===== src/rtl/sapc_pkg.sv =====
`default_nettype none

package sapc_pkg;

    ////////////////////////////////////////////////////////////////////////////
    // timing
    localparam int REF_PERIOD_NS = 4;
    localparam int SCL_PERIOD_NS = 10000;
    localparam int SCL_QUARTER_CYC = SCL_PERIOD_NS / (4 * REF_PERIOD_NS);
    localparam int BCLK_HALF_CYC = 8;
    localparam int FRAME_BCLKS = 64;
    localparam int SAMPLE_MAX = 24;

    ////////////////////////////////////////////////////////////////////////////
    // software register offsets
    localparam logic [3:0] OFS_AUD_CTRL = 4'h0;
    localparam logic [3:0] OFS_AUD_LEFT = 4'h1;
    localparam logic [3:0] OFS_AUD_RIGHT = 4'h2;
    localparam logic [3:0] OFS_XFER = 4'h3;
    localparam logic [3:0] OFS_XDATA = 4'h4;
    localparam logic [3:0] OFS_STATUS = 4'h5;
    localparam logic [3:0] OFS_SYSCTL = 4'h6;
    localparam logic [3:0] OFS_BUS_ADDR = 4'h7;

    // software register fields
    localparam int AC_EN = 0;
    localparam int AC_FMT_LO = 1;
    localparam int AC_WLEN_LO = 3;
    localparam int XF_DIR = 10;
    localparam int ST_BUSY = 0;
    localparam int ST_NACK = 1;
    localparam int ST_RUN = 2;
    localparam logic [6:0] DEV_BUS_ADDR_RST = 7'h20;

    ////////////////////////////////////////////////////////////////////////////
    // device register map
    localparam logic [9:0] DREG_CTRL1 = 10'h100;
    localparam logic [9:0] DREG_SYSCTL = 10'h101;
    localparam int SYSCTL_W = 22;
    localparam logic [21:0] SYSCTL_RST = 22'h000970;
    localparam int SC_ADC_OUT = 21;
    localparam int SC_RSVD = 20;
    localparam int SC_GPIO_OE_LO = 16;
    localparam int SC_GPIO_DAT_LO = 12;
    localparam int SC_PLL_SHIFT_LO = 9;
    localparam int SC_SLICER_LO = 4;
    localparam int SC_PD_ADC = 3;
    localparam int SC_PD_REF = 2;
    localparam int SC_PD_DAC = 1;
    localparam int SC_PD_PLL = 0;
    localparam logic DIR_WRITE = 1'b0;
    localparam logic DIR_READ = 1'b1;

    ////////////////////////////////////////////////////////////////////////////
    // types
    typedef enum logic [1:0] {
        FMT_I2S = 2'h0,
        FMT_RJ = 2'h1,
        FMT_DSP = 2'h2,
        FMT_LJ = 2'h3
    } sapc_fmt_t;

    typedef enum logic [1:0] {
        TWI_START = 2'h0,
        TWI_STOP = 2'h1,
        TWI_WRITE = 2'h2,
        TWI_READ = 2'h3
    } sapc_twi_cmd_t;

    typedef struct packed {
        sapc_twi_cmd_t cmd;
        logic [7:0] data;
        logic ack;
    } sapc_twi_req_t;

    typedef struct packed {
        logic bclk;
        logic lrclk;
        logic sdata;
    } sapc_audio_pins_t;

endpackage

`default_nettype wire


===== src/rtl/sapc_host.sv =====
// Operation
// - samples twos complement, msb first
// - left field precedes right field in each frame
// - right-justified: exactly 64 bit clocks per frame
// - DSP: frame clock pulses high before each msb
// - DSP: left goes with first pulse, alternation kept
// - data fields zero padded to whole bytes
// - header: zeros, direction, address 9:8, then address 7:0
// - system word as three bytes 21:16, 15:8, 7:0
// - first control register: write two bytes, read one
// - level and effect registers: 22 bits in three bytes
// - direction bit 0 writes, 1 reads
`default_nettype none

module sapc_host
    import sapc_pkg::*;
#(
    parameter int BCLK_HALF = BCLK_HALF_CYC,
    parameter int SCL_QUARTER = SCL_QUARTER_CYC,
    parameter logic [6:0] BUS_ADDR = DEV_BUS_ADDR_RST
)
(
    // clock and reset
    input wire logic ref_clk,
    input wire logic reset,
    // software register port
    input wire logic [3:0] sw_addr,
    input wire logic [31:0] sw_wdata,
    input wire logic sw_wr,
    input wire logic sw_rd,
    output logic [31:0] sw_rdata,
    // serial audio port toward the device
    output sapc_audio_pins_t aud_pins,
    // two-wire control bus, open drain
    input wire logic scl_i,
    input wire logic sda_i,
    output logic scl_o,
    output logic scl_oe,
    output logic sda_o,
    output logic sda_oe
);

    if (BCLK_HALF < 1 || BCLK_HALF > 255) begin : g_chk
        $error("BCLK_HALF out of range");
    end

    typedef enum logic [3:0] {
        M_IDLE = 4'h0,
        M_START = 4'h1,
        M_DEVW = 4'h2,
        M_HDR0 = 4'h3,
        M_HDR1 = 4'h4,
        M_WDAT = 4'h5,
        M_RSTART = 4'h6,
        M_DEVR = 4'h7,
        M_RDAT = 4'h8,
        M_STOP = 4'h9
    } sapc_mst_t;

    localparam logic [7:0] HALF_LOAD = 8'(BCLK_HALF - 1);

    ////////////////////////////////////////////////////////////////////////////
    // software registers
    logic aud_en_r;
    sapc_fmt_t aud_fmt_r;
    logic [1:0] aud_wlen_r;
    logic [23:0] aud_left_r, aud_right_r;
    logic [9:0] x_addr_r;
    logic x_dir_r;
    logic [23:0] x_data_r;
    logic [23:0] x_rdata_r;
    logic [21:0] sysctl_r;
    logic [6:0] bus_addr_r;
    logic busy_r, nack_r, run_r;
    logic start_xfer;

    assign start_xfer = sw_wr && sw_addr == OFS_XFER && !busy_r;

    always_ff @(posedge ref_clk) begin
        if (reset) begin
            aud_en_r <= 1'b0;
            aud_fmt_r <= FMT_I2S;
            aud_wlen_r <= 2'h0;
            aud_left_r <= 24'h000000;
            aud_right_r <= 24'h000000;
            x_addr_r <= 10'h000;
            x_dir_r <= DIR_WRITE;
            x_data_r <= 24'h000000;
            bus_addr_r <= BUS_ADDR;
        end else if (sw_wr) begin
            case (sw_addr)
                OFS_AUD_CTRL: begin
                    aud_en_r <= sw_wdata[AC_EN];
                    aud_fmt_r <= sapc_fmt_t'(sw_wdata[AC_FMT_LO +: 2]);
                    aud_wlen_r <= sw_wdata[AC_WLEN_LO +: 2];
                end
                OFS_AUD_LEFT: aud_left_r <= sw_wdata[23:0];
                OFS_AUD_RIGHT: aud_right_r <= sw_wdata[23:0];
                OFS_XFER: begin
                    if (!busy_r) begin
                        x_addr_r <= sw_wdata[9:0];
                        x_dir_r <= sw_wdata[XF_DIR];
                    end
                end
                OFS_XDATA: x_data_r <= sw_wdata[23:0];
                OFS_BUS_ADDR: bus_addr_r <= sw_wdata[6:0];
                default: ;
            endcase
        end
    end

    always_ff @(posedge ref_clk) begin
        if (reset) begin
            sw_rdata <= 32'h00000000;
        end else if (sw_rd) begin
            case (sw_addr)
                OFS_AUD_CTRL: sw_rdata <= {27'h0, aud_wlen_r, aud_fmt_r, aud_en_r};
                OFS_AUD_LEFT: sw_rdata <= {8'h00, aud_left_r};
                OFS_AUD_RIGHT: sw_rdata <= {8'h00, aud_right_r};
                OFS_XFER: sw_rdata <= {21'h0, x_dir_r, x_addr_r};
                OFS_XDATA: sw_rdata <= {8'h00, x_rdata_r};
                OFS_STATUS: sw_rdata <= {29'h0, run_r, nack_r, busy_r};
                OFS_SYSCTL: sw_rdata <= {10'h000, sysctl_r};
                OFS_BUS_ADDR: sw_rdata <= {25'h0, bus_addr_r};
                default: sw_rdata <= 32'h00000000;
            endcase
        end else begin
            sw_rdata <= 32'h00000000;
        end
    end

    ////////////////////////////////////////////////////////////////////////////
    // control transfer sequencer
    sapc_mst_t mst_r;
    logic pend_r;
    logic [1:0] cnt_r;
    logic twi_valid_r;
    sapc_twi_req_t twi_req_r;
    logic twi_done, twi_nack;
    logic [7:0] twi_rx;
    logic [1:0] nbytes;
    logic [7:0] wbyte;
    logic [21:0] wword;

    assign nbytes = (x_addr_r == DREG_CTRL1) ? ((x_dir_r == DIR_READ) ? 2'h1 : 2'h2) : 2'h3;

    always_comb begin
        wword = x_data_r[21:0];
        if (x_addr_r == DREG_SYSCTL) begin
            wword[SC_RSVD] = 1'b0;
        end
        case (cnt_r)
            2'h3: wbyte = {2'b00, wword[21:16]};
            2'h2: wbyte = (nbytes == 2'h2) ? {5'b00000, wword[10:8]} : wword[15:8];
            default: wbyte = wword[7:0];
        endcase
    end

    always_ff @(posedge ref_clk) begin
        if (reset) begin
            mst_r <= M_IDLE;
            pend_r <= 1'b0;
            cnt_r <= 2'h0;
            twi_valid_r <= 1'b0;
            twi_req_r <= '0;
            busy_r <= 1'b0;
            nack_r <= 1'b0;
            x_rdata_r <= 24'h000000;
        end else begin
            twi_valid_r <= 1'b0;
            if (mst_r == M_IDLE) begin
                if (start_xfer) begin
                    mst_r <= M_START;
                    busy_r <= 1'b1;
                    nack_r <= 1'b0;
                    x_rdata_r <= 24'h000000;
                end
            end else if (!pend_r) begin
                pend_r <= 1'b1;
                twi_valid_r <= 1'b1;
                twi_req_r.ack <= 1'b0;
                twi_req_r.data <= 8'h00;
                case (mst_r)
                    M_START, M_RSTART: twi_req_r.cmd <= TWI_START;
                    M_STOP: twi_req_r.cmd <= TWI_STOP;
                    M_RDAT: begin
                        twi_req_r.cmd <= TWI_READ;
                        twi_req_r.ack <= (cnt_r != 2'h1);
                    end
                    default: begin
                        twi_req_r.cmd <= TWI_WRITE;
                        case (mst_r)
                            M_DEVW: twi_req_r.data <= {bus_addr_r, 1'b0};
                            M_DEVR: twi_req_r.data <= {bus_addr_r, 1'b1};
                            M_HDR0: twi_req_r.data <= {5'b00000, x_dir_r, x_addr_r[9:8]};
                            M_HDR1: twi_req_r.data <= x_addr_r[7:0];
                            default: twi_req_r.data <= wbyte;
                        endcase
                    end
                endcase
            end else if (twi_done) begin
                pend_r <= 1'b0;
                if (twi_req_r.cmd == TWI_WRITE && twi_nack) begin
                    nack_r <= 1'b1;
                    mst_r <= M_STOP;
                end else begin
                    case (mst_r)
                        M_START: mst_r <= M_DEVW;
                        M_DEVW: mst_r <= M_HDR0;
                        M_HDR0: mst_r <= M_HDR1;
                        M_HDR1: begin
                            cnt_r <= nbytes;
                            mst_r <= (x_dir_r == DIR_READ) ? M_RSTART : M_WDAT;
                        end
                        M_RSTART: mst_r <= M_DEVR;
                        M_DEVR: mst_r <= M_RDAT;
                        M_WDAT, M_RDAT: begin
                            if (mst_r == M_RDAT) begin
                                x_rdata_r <= {x_rdata_r[15:0], twi_rx};
                            end
                            cnt_r <= cnt_r - 2'h1;
                            if (cnt_r == 2'h1) begin
                                mst_r <= M_STOP;
                            end
                        end
                        default: begin
                            mst_r <= M_IDLE;
                            busy_r <= 1'b0;
                        end
                    endcase
                end
            end
        end
    end

    // write-only on the device, so keep a shadow of the last word sent
    always_ff @(posedge ref_clk) begin
        if (reset) begin
            sysctl_r <= SYSCTL_RST;
        end else if (mst_r == M_STOP && twi_done && !nack_r && x_dir_r == DIR_WRITE
                     && x_addr_r == DREG_SYSCTL) begin
            sysctl_r <= wword;
        end
    end

    always_ff @(posedge ref_clk) begin
        if (reset) begin
            scl_o <= 1'b0;
            sda_o <= 1'b0;
        end else begin
            scl_o <= 1'b0;
            sda_o <= 1'b0;
        end
    end

    sapc_twi #(
        .QUARTER_CYC(SCL_QUARTER)
    ) u_twi (
        .ref_clk(ref_clk),
        .reset(reset),
        .req_valid(twi_valid_r),
        .req(twi_req_r),
        .req_done(twi_done),
        .rx_byte(twi_rx),
        .rx_nack(twi_nack),
        .scl_i(scl_i),
        .sda_i(sda_i),
        .scl_oe(scl_oe),
        .sda_oe(sda_oe)
    );

    ////////////////////////////////////////////////////////////////////////////
    // audio sender; settings change only at frame start
    logic [7:0] htmr_r;
    logic phase_r;
    logic [5:0] pos_r;
    sapc_fmt_t lat_fmt_r;
    logic [1:0] lat_wlen_r;
    logic [23:0] lat_left_r, lat_right_r;
    logic [5:0] nxt_pos;
    sapc_fmt_t c_fmt;
    logic [4:0] c_len, off, first, k;
    logic [23:0] smp;
    logic nxt_bit, nxt_lr;

    always_comb begin
        nxt_pos = pos_r + 6'h01;
        c_fmt = (nxt_pos == 6'h00) ? aud_fmt_r : lat_fmt_r;
        case ((nxt_pos == 6'h00) ? aud_wlen_r : lat_wlen_r)
            2'h0: c_len = 5'h18;
            2'h1: c_len = 5'h14;
            default: c_len = 5'h10;
        endcase
        off = nxt_pos[4:0];
        case (c_fmt)
            FMT_LJ: first = 5'h00;
            FMT_RJ: first = 5'h00 - c_len;
            default: first = 5'h01;
        endcase
        k = off - first;
        if (nxt_pos == 6'h00) begin
            smp = aud_left_r;
        end else begin
            smp = nxt_pos[5] ? lat_right_r : lat_left_r;
        end
        nxt_bit = (off >= first) && (k < c_len) && smp[5'h17 - k];
        case (c_fmt)
            FMT_I2S: nxt_lr = nxt_pos[5];
            FMT_DSP: nxt_lr = (off == 5'h00);
            default: nxt_lr = ~nxt_pos[5];
        endcase
    end

    always_ff @(posedge ref_clk) begin
        if (reset) begin
            run_r <= 1'b0;
            htmr_r <= 8'h00;
            phase_r <= 1'b1;
            pos_r <= 6'h3F;
            lat_fmt_r <= FMT_I2S;
            lat_wlen_r <= 2'h0;
            lat_left_r <= 24'h000000;
            lat_right_r <= 24'h000000;
            aud_pins <= '0;
        end else if (!run_r) begin
            aud_pins <= '0;
            htmr_r <= 8'h00;
            phase_r <= 1'b1;
            pos_r <= 6'h3F;
            run_r <= aud_en_r;
        end else if (htmr_r != 8'h00) begin
            htmr_r <= htmr_r - 8'h01;
        end else begin
            htmr_r <= HALF_LOAD;
            phase_r <= ~phase_r;
            if (!phase_r) begin
                aud_pins.bclk <= ~aud_pins.bclk;
            end else if (nxt_pos == 6'h00 && !aud_en_r) begin
                // stopping only between frames keeps the last frame whole
                run_r <= 1'b0;
                aud_pins <= '0;
            end else begin
                pos_r <= nxt_pos;
                if (nxt_pos == 6'h00) begin
                    lat_fmt_r <= aud_fmt_r;
                    lat_wlen_r <= aud_wlen_r;
                    lat_left_r <= aud_left_r;
                    lat_right_r <= aud_right_r;
                end
                // launch on the edge opposite the sampling one
                aud_pins.bclk <= (c_fmt == FMT_DSP);
                aud_pins.lrclk <= nxt_lr;
                aud_pins.sdata <= nxt_bit;
            end
        end
    end

endmodule // sapc_host

`default_nettype wire


===== src/rtl/sapc_twi.sv =====
`default_nettype none

module sapc_twi
    import sapc_pkg::*;
#(
    parameter int QUARTER_CYC = SCL_QUARTER_CYC
)
(
    // clock and reset
    input wire logic ref_clk,
    input wire logic reset,
    // byte command
    input wire logic req_valid,
    input wire sapc_twi_req_t req,
    output logic req_done,
    output logic [7:0] rx_byte,
    output logic rx_nack,
    // open-drain pins
    input wire logic scl_i,
    input wire logic sda_i,
    output logic scl_oe,
    output logic sda_oe
);

    if (QUARTER_CYC < 2 || QUARTER_CYC > 65535) begin : g_chk
        $error("QUARTER_CYC out of range");
    end

    typedef enum logic [1:0] {
        T_IDLE = 2'h0,
        T_START = 2'h1,
        T_STOP = 2'h2,
        T_BITS = 2'h3
    } sapc_twi_st_t;

    localparam logic [15:0] TMR_LOAD = 16'(QUARTER_CYC - 1);

    sapc_twi_st_t st_r;
    logic [1:0] q_r;
    logic [15:0] tmr_r;
    logic [3:0] bit_r;
    logic [8:0] sh_r;
    logic scl_s1_r, scl_s2_r, sda_s1_r, sda_s2_r;

    ////////////////////////////////////////////////////////////////////////////
    // pin synchronisers
    always_ff @(posedge ref_clk) begin
        if (reset) begin
            scl_s1_r <= 1'b1;
            scl_s2_r <= 1'b1;
            sda_s1_r <= 1'b1;
            sda_s2_r <= 1'b1;
        end else begin
            scl_s1_r <= scl_i;
            scl_s2_r <= scl_s1_r;
            sda_s1_r <= sda_i;
            sda_s2_r <= sda_s1_r;
        end
    end

    ////////////////////////////////////////////////////////////////////////////
    // four quarters per bit; a held-low clock stretches the high quarter
    always_ff @(posedge ref_clk) begin
        if (reset) begin
            st_r <= T_IDLE;
            q_r <= 2'h0;
            tmr_r <= 16'h0000;
            bit_r <= 4'h0;
            sh_r <= 9'h1FF;
            scl_oe <= 1'b0;
            sda_oe <= 1'b0;
            req_done <= 1'b0;
            rx_byte <= 8'h00;
            rx_nack <= 1'b0;
        end else begin
            req_done <= 1'b0;
            if (st_r == T_IDLE) begin
                if (req_valid) begin
                    q_r <= 2'h0;
                    tmr_r <= TMR_LOAD;
                    bit_r <= 4'h0;
                    case (req.cmd)
                        TWI_START: st_r <= T_START;
                        TWI_STOP: st_r <= T_STOP;
                        default: st_r <= T_BITS;
                    endcase
                    // read: release 8 bits then ack; write: msb first, release for ack
                    sh_r <= (req.cmd == TWI_READ) ? {8'hFF, ~req.ack} : {req.data, 1'b1};
                end
            end else if (tmr_r != 16'h0000) begin
                tmr_r <= tmr_r - 16'h0001;
            end else if (q_r == 2'h2 && !scl_s2_r) begin
                tmr_r <= 16'h0000;
            end else begin
                tmr_r <= TMR_LOAD;
                q_r <= q_r + 2'h1;
                case (q_r)
                    2'h0: sda_oe <= (st_r == T_STOP) ? 1'b1 : (st_r == T_START) ? 1'b0 : ~sh_r[8];
                    2'h1: scl_oe <= 1'b0;
                    2'h2: begin
                        if (st_r == T_START) begin
                            sda_oe <= 1'b1;
                        end else if (st_r == T_STOP) begin
                            sda_oe <= 1'b0;
                            st_r <= T_IDLE;
                            req_done <= 1'b1;
                        end else if (bit_r != 4'h8) begin
                            rx_byte <= {rx_byte[6:0], sda_s2_r};
                        end else begin
                            rx_nack <= sda_s2_r;
                        end
                    end
                    default: begin
                        scl_oe <= 1'b1;
                        sh_r <= {sh_r[7:0], 1'b0};
                        bit_r <= bit_r + 4'h1;
                        if (st_r == T_START || bit_r == 4'h8) begin
                            st_r <= T_IDLE;
                            req_done <= 1'b1;
                        end
                    end
                endcase
            end
        end
    end

endmodule // sapc_twi

`default_nettype wire


===== config.mk =====
export PLATFORM = sky130hd
export DESIGN_NAME = sapc_host
export DESIGN_NICKNAME = d
export VERILOG_FILES = /design/src/rtl/sapc_pkg.sv /design/src/rtl/sapc_host.sv /design/src/rtl/sapc_twi.sv
export SDC_FILE = /design/constraint.sdc
export NUM_CORES = 1
export LEC_CHECK = 0
export BUFFER_PORTS_ARGS = -buffer_cell sky130_fd_sc_hd__buf_2
export CORE_MARGIN = 8
export CORE_UTILIZATION = 55
export DETAILED_ROUTE_END_ITERATION = 6
export GPL_TIMING_DRIVEN = 0
export PLACE_DENSITY = 0.73
export SYNTH_ARGS = -nofsm -noshare
export SYNTH_HDL_FRONTEND = slang
export SYNTH_SLANG_ARGS = --single-unit

===== constraint.sdc =====
create_clock -name ref_clk -period 4.49 [get_ports ref_clk]
set_clock_uncertainty 0.1 [all_clocks]
set_input_delay 0.898 -clock ref_clk [delete_from_list [all_inputs] [get_ports ref_clk]]
set_output_delay 0.898 -clock ref_clk [all_outputs]
set_load 0.03 [all_outputs]

# After elaboration in Yosys (flattened, before gate mapping)
# Index checks and enable logic that the tools add are counted.
totals:
  reg_bits: 312
  in_bits: 42
  output_inout_bits: 39
  wordCells: 292
op_classes:
  add_sub_neg: 9
  order_cmp: 3
  n_eq_ne: 48
  muxes: 94
  bitwise: 21
  reduce_logical: 70
ops:
  columns: ["op", "count"]
  rows:
  - ["24-bit two-way mux", 9]
  - ["24-bit case mux with 8 select lines", 1]
  - ["9-bit two-way mux", 6]
  - ["16-bit two-way mux", 3]
  - ["4-bit two-way mux", 11]
  - ["4-bit by 3-bit == test with 1-bit output, second input constant", 8]
  - ["2-bit two-way mux", 16]
  - ["8-bit case mux with 4 select lines", 1]
  - ["1-bit two-way mux", 29]
  - ["4-bit case mux with 7 select lines", 1]
  - ["1-bit inverter", 21]
  - ["7-bit AND reduction", 3]
  - ["10-bit by 9-bit == test with 1-bit output, second input constant", 2]
  - ["4-bit AND reduction", 5]
  - ["5-bit AND reduction", 4]
  - ["2-bit == test, second input constant", 9]
  - ["4-bit by 2-bit == test with 1-bit output, second input constant", 4]
  - ["8-bit two-way mux", 2]
  - ["8-bit case mux with 2 select lines", 1]
  - ["16-bit nonzero test", 1]
  - ["16-bit by 1-bit subtractor with 16-bit output, second input constant", 1]
  - ["2-bit AND reduction", 7]
  - ["2-bit nonzero test", 7]
  - ["2-bit OR reduction", 7]
  - ["other kinds (41)", 86]

# Depth between registers and ports, before layout
# Gate-level depths: netlist of the first run.
depth:
  ltp_word: 14
  mapped_depth: 17
  mapped_depth_nobuf: 15

# Cells and area by module
# From an unflattened synthesis of the first run, not the netlist that was laid out.
unflattened:
  hier_cells: 1701
  area_unflattened_um2: 14229.9
modules_own_cells:
  columns: ["mod", "instances", "cells_each", "area_each_um2", "seq_area_each_um2"]
  rows:
  - ["sapc_host", 1, 1400, 11705.0, 5104.9]
  - ["sapc_twi", 1, 301, 2524.9, 980.9]

# Least setup slack after synthesis of the first run
# Ideal clock, no wire load.
synth_path:
  kind: "reg2reg"
  startpoint: "reg pos_r[0]"
  endpoint: "reg aud_pins[0] (netlist name)"
  setup_ns: 0.122
  arrival_time_ns: 3.924
  required_ns: 4.268
  slack_ns: 0.344
  stages_incl_launch_ff: 17
  n_path_buf: 2
  period_less_slack_ns: 4.146
  cell_sequence: "dfxtp_1 > ha_1 > nor4b_1 > a41oi_1 > nor4_2 > buf_2 > mux2i_1 > ha_1 > ha_1 > clkbuf_1 > mux4_2 > and2_1 > a2111oi_0 > a31oi_1 > o211ai_1 > a221oi_1 > o311a_1"
synth_between:
  elab_chain_cells: 13
  elab_cells_between_ends: 23
  classes_between: "4 x add/sub; 2 x order compare; 3 x eq/ne; 9 x mux; 5 x reduce/logical"
synth_lines:
  columns: ["element", "line", "text"]
  rows:
  - ["start, declared", "sapc_host.sv:276", "logic [5:0] pos_r;"]
  - ["start signal, assigned", "sapc_host.sv:343", "pos_r <= nxt_pos;"]
  - ["6-bit by 1-bit adder with 6-bit output *", "sapc_host.sv:287", "nxt_pos = pos_r + 6'h01;"]
  - ["6-bit zero test", null, null]
  - ["2-bit two-way mux", null, null]
  - ["2-bit by 1-bit == test with 1-bit output / 2-bit zero test (equally long branches)", "sapc_host.sv:289", "case ((nxt_pos == 6'h00) ? aud_wlen_r : lat_wlen_r)"]
  - ["4-bit case mux with 2 select lines", "sapc_host.sv:289", null]
  - ["1-bit by 5-bit subtractor with 5-bit output", "sapc_host.sv:297", "FMT_RJ: first = 5'h00 - c_len;"]
  - ["5-bit case mux with 2 select lines", "sapc_host.sv:295", "case (c_fmt)"]
  - ["5-bit subtractor", "sapc_host.sv:300", "k = off - first;"]
  - ["5-bit subtractor", "sapc_host.sv:306", "nxt_bit = (off >= first) && (k < c_len) && smp[5'h17 - k];"]
  - ["1-bit binary-select mux with 5-bit select", "sapc_host.sv:306", null]
  - ["1-bit two-way mux (not written as such)", "sapc_host.sv:306", null]
  - ["1-bit logical AND", "sapc_host.sv:306", null]
  - ["3-bit two-way mux *", "sapc_host.sv:338", "end else if (nxt_pos == 6'h00 && !aud_en_r) begin"]
  - ["end, declared", "sapc_host.sv:33", "output sapc_audio_pins_t aud_pins,"]
# Every way passes the cells marked *; elsewhere a longest branch is shown, timed or not. The select of a mux whose other input is x is not followed.
# A chain may end at the register's enable or synchronous reset.

# Worst setup path after layout of the first run
layout_path:
  startpoint: "reg pos_r[3]"
  endpoint: "reg aud_pins[0] (netlist name)"
# Same word-level chain as after synthesis.

==> results of run 1 <==
==> critical path, stage by stage (launching register included) <==
cell and delay, ns:
dfxtp_1 0.47, nand2_1 0.17, nor3_2 0.51, nor4_2 0.13, buf_4 0.21, mux2i_4 0.21
ha_1 0.29, buf_4 0.23, mux4_2 0.54, and2_1 0.19, a2111oi_2 0.34, a31oi_1 0.08
o211ai_1 0.18, a221oi_1 0.12, o311a_1 0.37
==> where the power goes <==
part / switching (mW) / internal [mW] / total [mW]
Combinational: 0.212 / 0.0858 / 0.298
Sequential: 0.0234 / 2.72 / 2.74
Clock: 1.17 / 1.68 / 2.85
Total: 1.41 / 4.48 / 5.89
==> synth_stat cells, drive strengths merged, types with 5 or more instances <==
cell and number:
nand2 314, dfxtp 304, a21oi 201, nor2 164, clkbuf 84, a22oi 79, mux2i 47, buf 37
o21ai 36, nor3 30, nand3 28, inv 27, ha 24, a31oi 22, a211o 16, xnor2 16
mux4 15, a211oi 13, nand2b 12, and2 11, nor2b 11, nor4 10, or2 9, and3 8
nor3b 8, o22ai 8, a21o 7, a311oi 7, nand3b 7, a221oi 6, a22o 6, nor4b 5
o32ai 5, or4 5, xor2 5
==> per-layer routing <==
layer | vias up | share of wire | GRT usage
met3 | 112 | 0.077 | 0.04925
li1 | 5985 | - | -
met1 | 6016 | 0.43 | 0.3587
met2 | 547 | 0.46 | 0.4463
met5 | - | 0.00030 | 0
met4 | 2 | 0.035 | 0.1072
==> state kept, by name (all words and copies together) (netlist names), 6 cells and up <==
signal         count
aud_left_r        24
aud_right_r       24
lat_left_r        24
lat_right_r       24
sw_rdata          24
x_rdata_r         24
sysctl_r          22
x_data_r          22
u_twi.tmr_r       16
twi_req_r         11
x_addr_r          10
u_twi.sh_r         9
htmr_r             8
u_twi.rx_byte      8
bus_addr_r         7
pos_r              6
==> layout by cell type, fill, tap and decap left out, types with 8 or more instances in the layout <==
cell / n
inv_1: 27
nor2_1: 164
ha_1: 21
clkbuf_16: 34
o22ai_1: 8
dfxtp_1: 302
buf_2: 71
clkbuf_1: 88
nor3_1: 29
nor2b_1: 11
conb_1: 10
a21oi_2: 11
a211o_1: 16
and2_1: 9
nor3b_1: 8
a211oi_1: 13
a31oi_1: 22
or2_2: 9
o21ai_0: 31
nand2b_1: 12
a22oi_1: 79
mux2i_1: 46
mux4_2: 15
nand3_1: 27
a21oi_1: 188
buf_4: 16
nand2_1: 312
xnor2_1: 14
nor4_1: 8
==> timing repair <==
item	in CTS	in global routing
setup buffers	2	0
setup endpoints to repair	1	1
pin swaps	1	1
resized for setup	9	14
==> logic make-up after synthesis <==
group	count (synthesis)	share of synthesized area
compound gates	436	0.2038
xor+xnor	21	0.01338
fa+ha+maj	24	0.02184
buf+inv	148	0.04950
flops	304	0.4426
mux	65	0.06124
other cells	1	0.0002727
simple gates	639	0.2074
==> worst max path at each step <==
stage,end,slack [ns],from,cells past startpoint
4_1_cts,aud_pins[0],0.004,pos_r[0],17
6_report,aud_pins[0],0.24,pos_r[3],14
5_1_grt,aud_pins[0],0.007,pos_r[2],15
2_1_floorplan,aud_pins[0],0.34,pos_r[0],16
3_5_place_dp,aud_pins[0],-0.72,pos_r[0],15
3_3_place_gp,aud_pins[0],-0.62,pos_r[0],15
==> area by class of cell <==
cell class | count | area (um2) | area share
Multi-Input combinational cell | 1195 | 7088 | 0.4501
Sequential cell | 304 | 6091 | 0.3868
Clock buffer | 44 | 938.4 | 0.05959
Buffer | 120 | 584.3 | 0.03710
Tap cell | 330 | 412.9 | 0.02622
Timing Repair Buffer | 62 | 315.3 | 0.02002
Clock inverter | 17 | 216.5 | 0.01375
Inverter | 27 | 101.3 | 0.006436
==> stage by stage <==
stage	area, um2	hold WS [ns]	setup TNS, ns	utilization
2_1_floorplan	13780	0.2895	0	-
3_3_place_gp	14500	0.2948	-0.6246	0.5824
3_5_place_dp	14500	0.2984	-0.7184	0.5824
4_1_cts	15690	0.3126	0	0.6304
5_1_grt	15750	0.3272	0	0.6327
6_report	15750	0.3096	0	0.6327
==> flow_metrics.tcl, run 1 <==
set metrics [dict create \
    first_pass_iters 6 \
    syn_inst 1638 \
    fin_cells 2099 \
    yosysTopAreaCell "dfxtp_1" \
    leakage_nw 5.632 \
    drt_iter0_markers 1510 \
    slew_headroom 0.3429 \
    cts_buffers 34 \
    drc_errors 0 \
    wl_mm 43.16 \
    clkTransAtPathRegs_ns 0.06 \
    regToRegEndpoint "aud_pins[0]" \
    place_inst 2037 \
    cp_max_fo 10 \
    min_period_ns 4.252 \
    tightest_slew_ns 0.9781 \
    maxCapViolCount 0 \
    cts-root-buf "clkbuf_16" \
    num-fill-cells 2129 \
    coreArea_um2 24890 \
    slew_viol_final 0 \
    min_to "u_twi.sda_s2_r" \
    crit_arrival_ns 4.56 \
    rsz0062_at_grt "no" \
    r2r_cells 14 \
    synth_flop_cell "dfxtp_1" \
    hpwl_mm 31.86 \
    die_h_um 174.1 \
    setup_violations 0 \
    grt_max_degree 15 \
    path_class "reg -> reg" \
    grt_usage 0.2750 \
    grt_overflow 0 \
    grt_pass1_wl_mm 67.16 \
    cts_tree "built" \
    dieArea_um2 30310 \
    totalPowerFinal_mw 5.891 \
    synth_edf_count 0 \
    setup_ws_ns 0.2382 \
    clock_latency_ns 0.54 \
    fmax_mhz 235.2 \
    synth_top_area_share 0.4426 \
    yosys_warnings 0 \
    hold_path_depth 1 \
    diodes 0 \
    r2r_start "pos_r[3]" \
    htree_levels 2 \
    hp-start "u_twi.sda_s1_r" \
    power_density_nw_per_um2 374.1 \
    pre_cts_ws_ns -0.7184 \
    worstPathRequired_ns 4.80 \
    wl_per_cell_um 20.56 \
    viasPerCell 6.032 \
    portBuffers 60 \
    die_w_um 174.1 \
    ios 81 \
    rrSetupSlack_ns 0.24 \
    fp-row-count 58 \
    synth_cell_types 76 \
    ant_nets 0 \
    synth_sequential_area_ratio 0.4426 \
    start_kind "flip-flop" \
    place_congestion 0.9785 \
    clockBufferDepth 3 \
    vias 12662 \
    hold_buffers 0 \
    async_reset_ff_frac 0 \
    initial_core_util 0.5524 \
    status "finished clean" \
    antenna_found_initial 1 \
    syn_avg_cell_area_um2 8.394 \
    fin_nets 1810 \
    syn_to_final_growth_pct 14.53 \
    ir_drop_mv 0.2546 \
    hp-class "reg -> reg" \
    drive_gt1_frac 0.1238 \
    synth_area_leaders "dfxtp_1 44%, nand2_1 8.5%, a21oi_1 6.8%" \
    end_kind "flip-flop" \
    finalCritPeriodShare 0.9469 \
    syn-cell-area_um2 13750 \
    hold_viol 0 \
    grt_pass1_vias 11999 \
    cts_sinks 304 \
    yosys_register_bits 304 \
]
(Power assumes the default switching activity.)
==> run 2, diff against run 1 <==
- CELL_PAD_IN_SITES_DETAIL_PLACEMENT: unset -> 2
- CELL_PAD_IN_SITES_GLOBAL_PLACEMENT: unset -> 2
- CORE_MARGIN: 8 -> 2
- CORE_UTILIZATION: 55 -> 37
- PLACE_DENSITY: 0.73 -> unset
- PLACE_DENSITY_LB_ADDON: unset -> 0.1
==> run 2 against run 1 <==
Effect of this change: cell area rose by 1.7%; register-to-register slack about the same; cell count grew 6.9%; global-route usage up 1.7 points; maximum frequency about the same; worst setup slack lost 0.0019 ns; worst hold slack improved by 0.014 ns; non-clock buffer count rose by 1; sequential power about the same; first-iteration DRC count fell by 55%; critical endpoint unchanged; largest cell class unchanged; highest routed layer is now met4.
==> flow_metrics.tcl, run 2 (same netlist as run 1, synthesis figures left out) <==
set metrics [dict create \
    status "finished clean" \
    die_h_um 196.8 \
    grt_overflow 0 \
    maxCapViolCount 0 \
    totalPowerFinal_mw 6.097 \
    wl_per_cell_um 24.88 \
    cts-root-buf "clkbuf_16" \
    hp-class "reg -> reg" \
    leakage_nw 5.677 \
    num-fill-cells 4137 \
    multiInputGateArea_um2 7113 \
    portBuffers 60 \
    finalCritPeriodShare 0.9474 \
    die_w_um 196.8 \
    design_area_um2 16020 \
    clock_latency_ns 0.57 \
    start_kind "flip-flop" \
    worstPathRequired_ns 4.84 \
    coreArea_um2 36610 \
    cts_tree "built" \
    hp-start "u_twi.sda_s1_r" \
    power_density_nw_per_um2 380.7 \
    end_kind "flip-flop" \
    cts_buffers 37 \
    startpoint "pos_r[2]" \
    initial_core_util 0.3756 \
    hold_buffers 0 \
    slowest_stage "ha_2" \
    dieArea_um2 38720 \
    path_class "reg -> reg" \
    seq_area_um2 6091 \
    slew_viol_final 0 \
    crit_path_frequent_cell "buf_2" \
    first_pass_iters 6 \
    ant_nets 0 \
    r2r_start "pos_r[2]" \
    drive_gt1_frac 0.1273 \
    fp-row-count 70 \
    cp_cell_sequence "buf_2 > nand2_1 > nor3_4 > nor4_2 > buf_4 > mux2i_4 > ha_1 > ha_2 > buf_2 > mux4_2 > mux2_2 > o2111ai_1 > a211oi_1 > o311a_1" \
    antenna_found_initial 1 \
    fmax_mhz 235.1 \
    grt_pass1_wl_mm 86.10 \
    ios 81 \
    htree_levels 2 \
    slew_headroom 0.2422 \
    cts_sinks 304 \
    ir_drop_mv 0.3117 \
    grt_usage 0.2917 \
    fin_cells 2244 \
    grt_pass1_vias 13787 \
    pre_cts_ws_ns -1.037 \
    clkTransAtPathRegs_ns 0.06 \
    cp_max_fo 10 \
    grt_max_degree 13 \
    wl_mm 55.84 \
    tightest_slew_ns 1.137 \
    place_inst 2175 \
    drt_iter0_markers 680 \
    post_dp_cell_area_um2 14670 \
    setup_tns_ns 0 \
    final_cell_mix "312 x nand2_1, 302 x dfxtp_1, 188 x a21oi_1, 164 x nor2_1, 90 x clkbuf_1" \
    vias 12875 \
    crit_path_max_incr_delay_ns 0.52 \
    hpwl_mm 41.87 \
    place_congestion 0.8839 \
    viasPerCell 5.738 \
    setup_ws_ns 0.2364 \
    min_period_ns 4.254 \
    fin_nets 1814 \
    drc_errors 0 \
    hold_viol 0 \
    crit_arrival_ns 4.60 \
    syn_to_final_growth_pct 16.48 \
    setup_violations 0 \
    layout_commonest_cell "nand2_1" \
    rsz0062_at_grt "no" \
    clockBufferDepth 3 \
]
run 2: cell count changes in the layout (fill, tap and decap cells not counted), moves of 2 or more:
cell,change
clkinv_4,-2
clkbuf_16,+3
clkinvlp_4,-2
inv_16,-2
clkbuf_8,+3
clkbuf_1,+2
run 2: power breakdown:
| part | switching (mW) | internal, mW | total, mW |
|---|---|---|---|
| Clock | 1.26 | 1.78 | 3.03 |
| Sequential | 0.0265 | 2.72 | 2.74 |
| Combinational | 0.233 | 0.0865 | 0.320 |
run 2: final cells by class:
cell class,count,area share
timing repair buffer,63,0.02016
clock buffer,53,0.06656
tap,468,0.03656
sequential,304,0.3803
clock inverter,13,0.008984
multi-input combinational,1195,0.4441
inverter,27,0.006328
antenna,1,0.0001562
buffer,120,0.03680
run 2: what timing repair did:
action	in CTS	in global routing
gates resized for setup	15	15
pin swaps	1	1
setup buffers	2	1
endpoints found under the hold margin	0	0
endpoints found under the setup margin	1	1
run 2: final timing paths:
path / depth (start not counted) / end / slack (ns)
max: 14 / aud_pins[0] / 0.24
min: 1 / u_twi.sda_s2_r / 0.32
max reg2reg: 14 / aud_pins[0] / 0.24
min reg2reg: 1 / u_twi.sda_s2_r / 0.32
run 2: through the flow:
| stage | hold WS [ns] | util |
|---|---|---|
| finish | 0.3238 | 0.4375 |
| global route | 0.3455 | 0.4374 |
| CTS | 0.3319 | 0.4354 |
| detailed placement | 0.3171 | 0.4007 |
| global placement | 0.3023 | 0.4007 |
| floorplan | 0.2895 | - |
run 2: worst max-delay path: cells and delay by family, from the launching register on:
family	cells	cell delay (ns)
multiplexers	3	0.87
AO/OA/AOI/OAI	3	0.62
AND/OR/NAND/NOR	3	0.74
flip-flops	1	0.31
buffers and inverters	3	0.75
adder cells (fa/ha/maj)	2	0.74
run 2: layer usage:
metal | vias up | track usage | share of wire
li1 | 5989 | - | -
met1 | 6546 | 0.3878 | 0.45
met2 | 256 | 0.4972 | 0.48
met3 | 84 | 0.03542 | 0.040
met4 | 0 | 0.08577 | 0.024
met5 | - | 0 | 0
